[src/ior_pkg.sv]
// How it works
// - each edge cell has a capture register cap_q plus one extra latch lat2_q that together give double-rate output; sdr_q serves single-rate only.
// - in single-rate mode the first core data input goes into one storage element that drives the pad.
// - the single-rate storage element is either an edge flip-flop or a transparent latch, by configuration.
// - in double-rate mode both core data inputs are captured into separate registers on the rising edge.
// - in double-rate mode the registered second input passes an extra latch in the next cycle.
// - a mux selected by the phase bit ph_q[0], which toggles every clock while the cell runs and is held at 0 otherwise, picks which stored value drives the pad.
// - a gearbox mode joins a complementary cell pair and accepts four parallel core streams.
// - before and during programming the output driver is high impedance with an input pull-up.
// - after programming an unused cell keeps its weak input pull-up.
package ior_pkg;

  // ----------------------------------------------------------------
  // modes
  // ----------------------------------------------------------------
  typedef enum logic [1:0] {
    IOR_MODE_SDR  = 2'h0,
    IOR_MODE_DDR  = 2'h1,
    IOR_MODE_GEAR = 2'h2,
    IOR_MODE_OFF  = 2'h3
  } ior_mode_e;

  typedef enum logic [1:0] {
    IOR_ST_UNCFG = 2'h0,
    IOR_ST_PROG  = 2'h1,
    IOR_ST_RUN   = 2'h2
  } ior_state_e;

  // ----------------------------------------------------------------
  // constants
  // ----------------------------------------------------------------
  localparam int        IOR_FIFO_DEPTH = 32;
  localparam int        IOR_GEAR_LANES = 4;
  localparam logic      IOR_RST_PAD    = 1'h0;
  localparam logic [1:0] IOR_RST_PHASE = 2'h0;

endpackage : ior_pkg

[src/ior_fifo_if.sv]
`timescale 1ns/1ns
interface ior_fifo_if #(
  parameter int WIDTH = 4
);
  logic             in_valid;
  logic             in_ready;
  logic [WIDTH-1:0] in_data;
  logic             out_valid;
  logic             out_ready;
  logic [WIDTH-1:0] out_data;

  modport fifo (
    input  in_valid, in_data, out_ready,
    output in_ready, out_valid, out_data
  );
  modport user (
    output in_valid, in_data, out_ready,
    input  in_ready, out_valid, out_data
  );
endinterface : ior_fifo_if

[src/ior_fifo.sv]
`timescale 1ns/1ns
module ior_fifo #(
  parameter int WIDTH = 4,
  parameter int DEPTH = 32
) (
  input  wire logic clk_i,
  input  wire logic rst_b_i,
  ior_fifo_if.fifo  port
);
  localparam int AW = $clog2(DEPTH);

  logic [WIDTH-1:0] mem_q [DEPTH];
  logic [AW-1:0]    wr_q, wr_d, rd_q, rd_d;
  logic [AW:0]      cnt_q, cnt_d;
  logic             push, pop;

  // ----------------------------------------------------------------
  // pointers
  // ----------------------------------------------------------------
  always_comb begin
    push = port.in_valid && port.in_ready;
    pop  = port.out_valid && port.out_ready;
    wr_d = push ? AW'(wr_q + 1'b1) : wr_q;
    rd_d = pop ? AW'(rd_q + 1'b1) : rd_q;
    cnt_d = cnt_q;
    if (push && !pop) begin
      cnt_d = (AW+1)'(cnt_q + 1'b1);
    end else if (pop && !push) begin
      cnt_d = (AW+1)'(cnt_q - 1'b1);
    end
  end

  always_ff @(posedge clk_i or negedge rst_b_i) begin
    if (!rst_b_i) begin
      wr_q  <= '0;
      rd_q  <= '0;
      cnt_q <= '0;
    end else begin
      wr_q  <= wr_d;
      rd_q  <= rd_d;
      cnt_q <= cnt_d;
    end
  end

  always_ff @(posedge clk_i) begin
    if (push) begin
      mem_q[wr_q] <= port.in_data;
    end
  end

  assign port.in_ready  = (cnt_q != (AW+1)'(DEPTH));
  assign port.out_valid = (cnt_q != '0);
  assign port.out_data  = mem_q[rd_q];
endmodule // ior_fifo

[src/ior_out_reg.sv]
`timescale 1ns/1ns
module ior_out_reg
  import ior_pkg::*;
#(
  parameter int DEPTH = IOR_FIFO_DEPTH
) (
  input  wire logic       clk_i,
  input  wire logic       rst_b_i,
  input  wire logic [1:0] mode_i,
  input  wire logic       latch_mode_i,
  input  wire logic       prog_done_i,
  input  wire logic       cell_used_i,
  input  wire logic       in_valid_i,
  output logic            in_ready_o,
  input  wire logic       out_data_first_i,
  input  wire logic       out_data_second_i,
  input  wire logic       gearbox_stream_a0_i,
  input  wire logic       gearbox_stream_a1_i,
  input  wire logic       gearbox_stream_b0_i,
  input  wire logic       gearbox_stream_b1_i,
  output logic            pad_output_o,
  output logic            pad_output_oe_o,
  output logic            pad_comp_o,
  output logic            pullup_en_o
);

  // ----------------------------------------------------------------
  // reset release and pin sync
  // ----------------------------------------------------------------
  logic       rst_s1_q, rst_b;
  logic       done_s1_q, done_q;
  logic       used_s1_q, used_q;
  logic [1:0] mode_s1_q, mode_q;
  logic       lat_s1_q, lat_q;

  always_ff @(posedge clk_i or negedge rst_b_i) begin
    if (!rst_b_i) begin
      rst_s1_q <= 1'h0;
      rst_b    <= 1'h0;
    end else begin
      rst_s1_q <= 1'h1;
      rst_b    <= rst_s1_q;
    end
  end

  always_ff @(posedge clk_i or negedge rst_b) begin
    if (!rst_b) begin
      done_s1_q <= 1'h0;
      done_q    <= 1'h0;
      used_s1_q <= 1'h0;
      used_q    <= 1'h0;
      mode_s1_q <= IOR_MODE_OFF;
      mode_q    <= IOR_MODE_OFF;
      lat_s1_q  <= 1'h0;
      lat_q     <= 1'h0;
    end else begin
      done_s1_q <= prog_done_i;
      done_q    <= done_s1_q;
      used_s1_q <= cell_used_i;
      used_q    <= used_s1_q;
      mode_s1_q <= mode_i;
      mode_q    <= mode_s1_q;
      lat_s1_q  <= latch_mode_i;
      lat_q     <= lat_s1_q;
    end
  end

  // ----------------------------------------------------------------
  // configuration state
  // ----------------------------------------------------------------
  ior_state_e st_q, st_d;
  ior_mode_e  md;

  always_comb begin
    md   = ior_mode_e'(mode_q);
    st_d = st_q;
    case (st_q)
      IOR_ST_UNCFG: st_d = IOR_ST_PROG;
      IOR_ST_PROG:  st_d = done_q ? IOR_ST_RUN : IOR_ST_PROG;
      IOR_ST_RUN:   st_d = done_q ? IOR_ST_RUN : IOR_ST_PROG;
      default:      st_d = IOR_ST_UNCFG;
    endcase
  end

  always_ff @(posedge clk_i or negedge rst_b) begin
    if (!rst_b) begin
      st_q <= IOR_ST_UNCFG;
    end else begin
      st_q <= st_d;
    end
  end

  // ----------------------------------------------------------------
  // data fifo
  // ----------------------------------------------------------------
  ior_fifo_if #(.WIDTH(IOR_GEAR_LANES)) fif ();

  ior_fifo #(
    .WIDTH (IOR_GEAR_LANES),
    .DEPTH (DEPTH)
  ) u_fifo (
    .clk_i   (clk_i),
    .rst_b_i (rst_b),
    .port    (fif.fifo)
  );

  logic [1:0] ph_q, ph_d;
  logic       run;

  always_comb begin
    run          = (st_q == IOR_ST_RUN) && used_q && (md != IOR_MODE_OFF);
    fif.in_valid = in_valid_i;
    if (md == IOR_MODE_GEAR) begin
      fif.in_data = {gearbox_stream_b1_i, gearbox_stream_b0_i,
                     gearbox_stream_a1_i, gearbox_stream_a0_i};
    end else begin
      fif.in_data = {2'h0, out_data_second_i, out_data_first_i};
    end
    // double rate and gearbox drain one word every two clocks, single rate every clock
    fif.out_ready = run && ((md == IOR_MODE_SDR) || ph_q[0]);
  end

  // ----------------------------------------------------------------
  // output registers
  // ----------------------------------------------------------------
  logic [3:0] cap_q, cap_d;
  logic       sdr_q, sdr_d;
  logic       lat2_q, lat2_d;
  logic       pad_d, oe_d, comp_d, pu_d;
  logic       rdy_d;
  logic       pad_q, oe_q, comp_q, pu_q, rdy_q;

  always_comb begin
    cap_d  = cap_q;
    sdr_d  = sdr_q;
    lat2_d = lat2_q;
    ph_d   = run ? 2'(ph_q + 2'h1) : IOR_RST_PHASE;
    rdy_d  = fif.in_ready;
    if (fif.out_valid && fif.out_ready) begin
      cap_d = fif.out_data;
    end
    lat2_d = cap_q[1];
    if (fif.out_valid && fif.out_ready) begin
      sdr_d = fif.out_data[0];
    end
    case (md)
      // latch passes the head straight through
      IOR_MODE_SDR:  pad_d = (lat_q && fif.out_valid) ? fif.out_data[0] : sdr_q;
      IOR_MODE_DDR:  pad_d = ph_q[0] ? lat2_q : cap_q[0];
      IOR_MODE_GEAR: pad_d = ph_q[0] ? cap_q[1] : cap_q[0];
      default:       pad_d = IOR_RST_PAD;
    endcase
    comp_d = ph_q[0] ? cap_q[3] : cap_q[2];
    oe_d = run;
    pu_d = !run;
    if (!run) begin
      pad_d  = IOR_RST_PAD;
      comp_d = IOR_RST_PAD;
    end
  end

  always_ff @(posedge clk_i or negedge rst_b) begin
    if (!rst_b) begin
      cap_q  <= '0;
      sdr_q  <= 1'h0;
      lat2_q <= 1'h0;
      ph_q   <= IOR_RST_PHASE;
      pad_q  <= IOR_RST_PAD;
      oe_q   <= 1'h0;
      comp_q <= IOR_RST_PAD;
      pu_q   <= 1'h1;
      rdy_q  <= 1'h0;
    end else begin
      cap_q  <= cap_d;
      sdr_q  <= sdr_d;
      lat2_q <= lat2_d;
      ph_q   <= ph_d;
      pad_q  <= pad_d;
      oe_q   <= oe_d;
      comp_q <= comp_d;
      pu_q   <= pu_d;
      rdy_q  <= rdy_d;
    end
  end

  assign pad_output_o    = pad_q;
  assign pad_output_oe_o = oe_q;
  assign pad_comp_o      = comp_q;
  assign pullup_en_o     = pu_q;
  assign in_ready_o      = rdy_q;

endmodule // ior_out_reg

[config.mk]
export PLATFORM = sky130hd
export DESIGN_NAME = ior_out_reg
export DESIGN_NICKNAME = d
export VERILOG_FILES = /design/src/ior_pkg.sv /design/src/ior_fifo_if.sv /design/src/ior_fifo.sv /design/src/ior_out_reg.sv
export SDC_FILE = /design/constraint.sdc
export NUM_CORES = 1
export LEC_CHECK = 0
export ABC_AREA = 1
export BUFFER_PORTS_ARGS = -buffer_cell sky130_fd_sc_hd__buf_2
export CAP_MARGIN = 20
export CORE_ASPECT_RATIO = 0.8
export CORE_MARGIN = 3
export CORE_UTILIZATION = 60
export DETAILED_ROUTE_END_ITERATION = 8
export PLACE_DENSITY = 0.77
export RECOVER_POWER = 25
export SLEW_MARGIN = 20
export SYNTH_ARGS = -nofsm -noshare
export SYNTH_HDL_FRONTEND = slang
export SYNTH_HIERARCHICAL = 1
export SYNTH_SLANG_ARGS = --single-unit
export TNS_END_PERCENT = 1
[constraint.sdc]
create_clock -name clk_i -period 1.6 [get_ports clk_i]
set_input_delay 0.24 -clock clk_i [delete_from_list [all_inputs] [get_ports clk_i]]
set_output_delay 0.24 -clock clk_i [all_outputs]
set_load 0.01 [all_outputs]
==> results.md <==
* Core Region at around 12,000 um2
* Post-Syn Instances at 746
* Gr ovfl total at 0
* Compound-Gate Fraction of Synth Area at 2.639%
* GRT met1 Usage at between 30% and 40%
* Final setup margin at -0.6428 ns
* Final slew viol count at 0
* CP Launch Point: st_q[0]
* Routed WL at about 18 mm
* Worst endpoint required time at 1.91 ns
* Antenna cell count at 0
* Die extent in y at 106.6 um
* FF-to-FF setup slack at -0.64 ns
* FF-to-FF End: u_fifo/cnt_q[3]
* Hold Path Class: input port to async pin
* Final Util at 79.10%
* Cells on worst reg2reg path at 15
* Seq/Total Area, Yosys at 64.29%
* Fmax at ~450 MHz
* Max Clock Skew at ~0.0094 ns
* Final hold violations at 0
* Final setup vio count at 47
* Final net count at 916
* DRT iter0 DRCs at between 600 and 700
* Die ar. at 14,040 um2
* Met2 Usage GRT at roughly 45%
* Rows at 36
* Largest net degree at the start of global routing at 40
* Clock group share of total power at 24.2%
* Tcrit/Tclk final at 140.2%
* Initial antenna violation count at 0
* Share of layout cells above drive strength 1 at 27.11%
* CTS max path bufs at 2
* Post-synthesis register bit count at around 170
* TritonCTS buffer count at 17
* Most common cell after layout, fill and taps aside: nand2_1
* Initial Util at 61.91%
* Cell variety after synth at 34
* Post-DP HPWL at 11.55 mm
* Drt wl/cell at 17.15 um
* Final min period at ~2.2 ns
* Most frequent cells in the layout: nand2_1 (225), edfxtp_1 (128), buf_4 (107)
* Crit. End Element: flop
* Buffers on Ports at 18
* Grt peak-use layer: met2
* Gp weighted congestion at 0.8609
* Proportion of power drawn by combinational gates at 41.7%
* Crit path max fanout at 5
* Reg clk slew, reported paths at 0.07 ns
* Slew @ Worst Pin at approximately 0.99 ns
* Mean Syn Cell Area at 10.17 um2
* Post-synth EDFFs at 128
* Largest family of logic cells by synthesized area: simple AND/OR/NAND/NOR gates
* Area grow syn2layout at 27.76%
* Vias per Instance at 5.409
* Clk sinks at about 170
* Switching Share at a little under two fifths
* Total net switching power at 5971 uW
* Ports at 19
* Internal power at 10,230 uW
* Drt pass-1 iters at 5
* R2r startpoint: st_q[0]
* DRC viols at 0
* H-tree levels at 4
* Xor/xnor cell area share of the yosys netlist at 0.9238%
* Detail Route Antenna Nets at 0
* Clk_lat worst skew at 0.42 ns
* CP startpoint kind: flop
* RSZ-0062 raised after global routing: true
* Via count at 5,793
* Simple-Gate Fraction of Synth Area at between 20% and 30%
* CTS tree: built
* FFs w/ async S/R, synth at 24.26%
* Slew margin rel. at roughly a third
* Ys Warns at 6
* PwrDens at between 1500 and 2000 nW/um2
* Met3 Usage GRT at 7.711%
* Ys flop type: edfxtp_1
* Adder-cell share of the synthesized area at under 10%
* Reg area at 4877 um2
* Vias in the first global route at between 5,000 and 6,000
* Status: finished, violations left
* Area of the multi-input gates at 2402 um2
* CP endpoint: u_fifo/cnt_q[3]
* Root Driver: clkbuf_16
* Synthesized area at 7585 um2
* # fillers at around 700
* Worst path arrival time at ~2.6 ns
* Syn Nets at 775
* Crit Path Class: flop to flop
* Worst vdd ir at roughly 940 uV
* Area after DPL at 8791 um2
* Final instance area at around 9700 um2
* Seq pwr share at between 30 and 40%
* Pleak at 0.004280 uW
* First-pass GRT wire length at 28.99 mm
* Max-Cap Viols at 0
* Violated checks: setup timing
* GRT Util Overall at 26.98%
* Mux share of post-synthesis cell area at 0%
* Die X at 131.7 um
per-stage QoR:
step	hold WS, ns	power [uW]	setup WS, ns	setup TNS [ns]	instances
CTS	0.1233	15800	-0.6076	-4.285	1069
global placement	0.02510	11400	-0.5984	-9.468	1027
finish	0.1769	16200	-0.6428	-5.157	1071
detailed placement	0.02698	11640	-0.7200	-14.59	1027
global route	0.1618	17100	-0.7222	-15.54	1071
floorplan	-0.05559	9133	-0.6086	-31.32	746
Yosys cell counts, types with 6 or more instances:
master    number  share of area (%)
nand3_1       92                6.1
inv_2          7               0.35
xor2_1         6               0.69
edfxtp_1     128                 51
ha_1          14                2.3
inv_1         92                4.6
dfrtp_1       36                 12
nand2_1      230                 11
buf_4          6               0.59
nor3_1        32                2.1
buf_2         15               0.99
a21oi_1       12               0.79
nor2_1        22                1.1
o21ai_0       11               0.73
sequential cells by signal (all words and copies together), names as in the netlist, 2 cells and up:
name,cells
st_q,2
mode_s1_q,2
u_fifo/rd_q,5
u_fifo/wr_q,5
u_fifo/cnt_q,6
cap_q,4
md,2
u_fifo/mem_q,128
routing by layer:
layer	routed length, um	vias to the layer above
li1	-	2730
met1	7497	2779
met4	411	0
met2	8922	246
met5	0	-
met3	1541	38
worst max-delay path, cell delays in order (launching register included):
cell     delay [ns]
dfrtp_1        0.39
inv_2          0.08
ha_4           0.14
nand2_4        0.05
a21oi_4        0.13
inv_2          0.08
a21oi_4        0.16
nand2_2        0.10
ha_4           0.19
inv_6          0.09
ha_4           0.20
nand3_4        0.08
nand3_4        0.08
or2_4          0.24
nand3_2        0.06
o21ai_1        0.06
cell families (layout without fill, tap and decap cells):
group / Yosys count / in the layout
DFF: 169 / 169
and+or+nand+nor: 391 / 391
AOI/OAI and AO/OA: 31 / 31
adders and majority gates: 15 / 15
buffers and inverters: 131 / 285
xor gates and xnor gates: 8 / 8
other: 1 / 1
timing repair:
action / 4_1_cts / 5_1_grt
pin swaps: 6 / 4
resized for setup: 36 / 19
hold buffers: 6 / 0
endpoints found under the setup margin: 146 / 208
setup buffers: 4 / 2
gates cloned: 0 / 0
endpoints found under the hold margin: 7 / 0
power groups by stage:
stage	clock, uW	sequential [uW]	combinational, uW
2_1_floorplan	0	5590	3550
3_3_place_gp	0	5550	5850
3_5_place_dp	0	5580	6060
4_1_cts	3950	5520	6340
5_1_grt	4160	5580	7370
6_report	3920	5530	6750
cell type report:
cell class	count	area share [%]
inverter	105	4.222
clock buffer	18	4.429
tap	171	2.208
multi-input combinational	446	24.79
clock inverter	14	1.472
sequential	169	50.33
timing repair buffer	148	12.55
worst min path at each step:
stage	startpoint	endpoint	slack, ns	cells after the start
detailed placement	rst_b_i	rst_b	0.03	1
finish	rst_b_i	rst_s1_q	0.18	2
global route	rst_b_i	rst_b	0.16	2
floorplan	rst_b_i	rst_b	-0.06	0
CTS	rst_b_i	rst_s1_q	0.12	2
global placement	rst_b_i	rst_b	0.03	1
No activity file was read; power rests on OpenSTA's default activity.
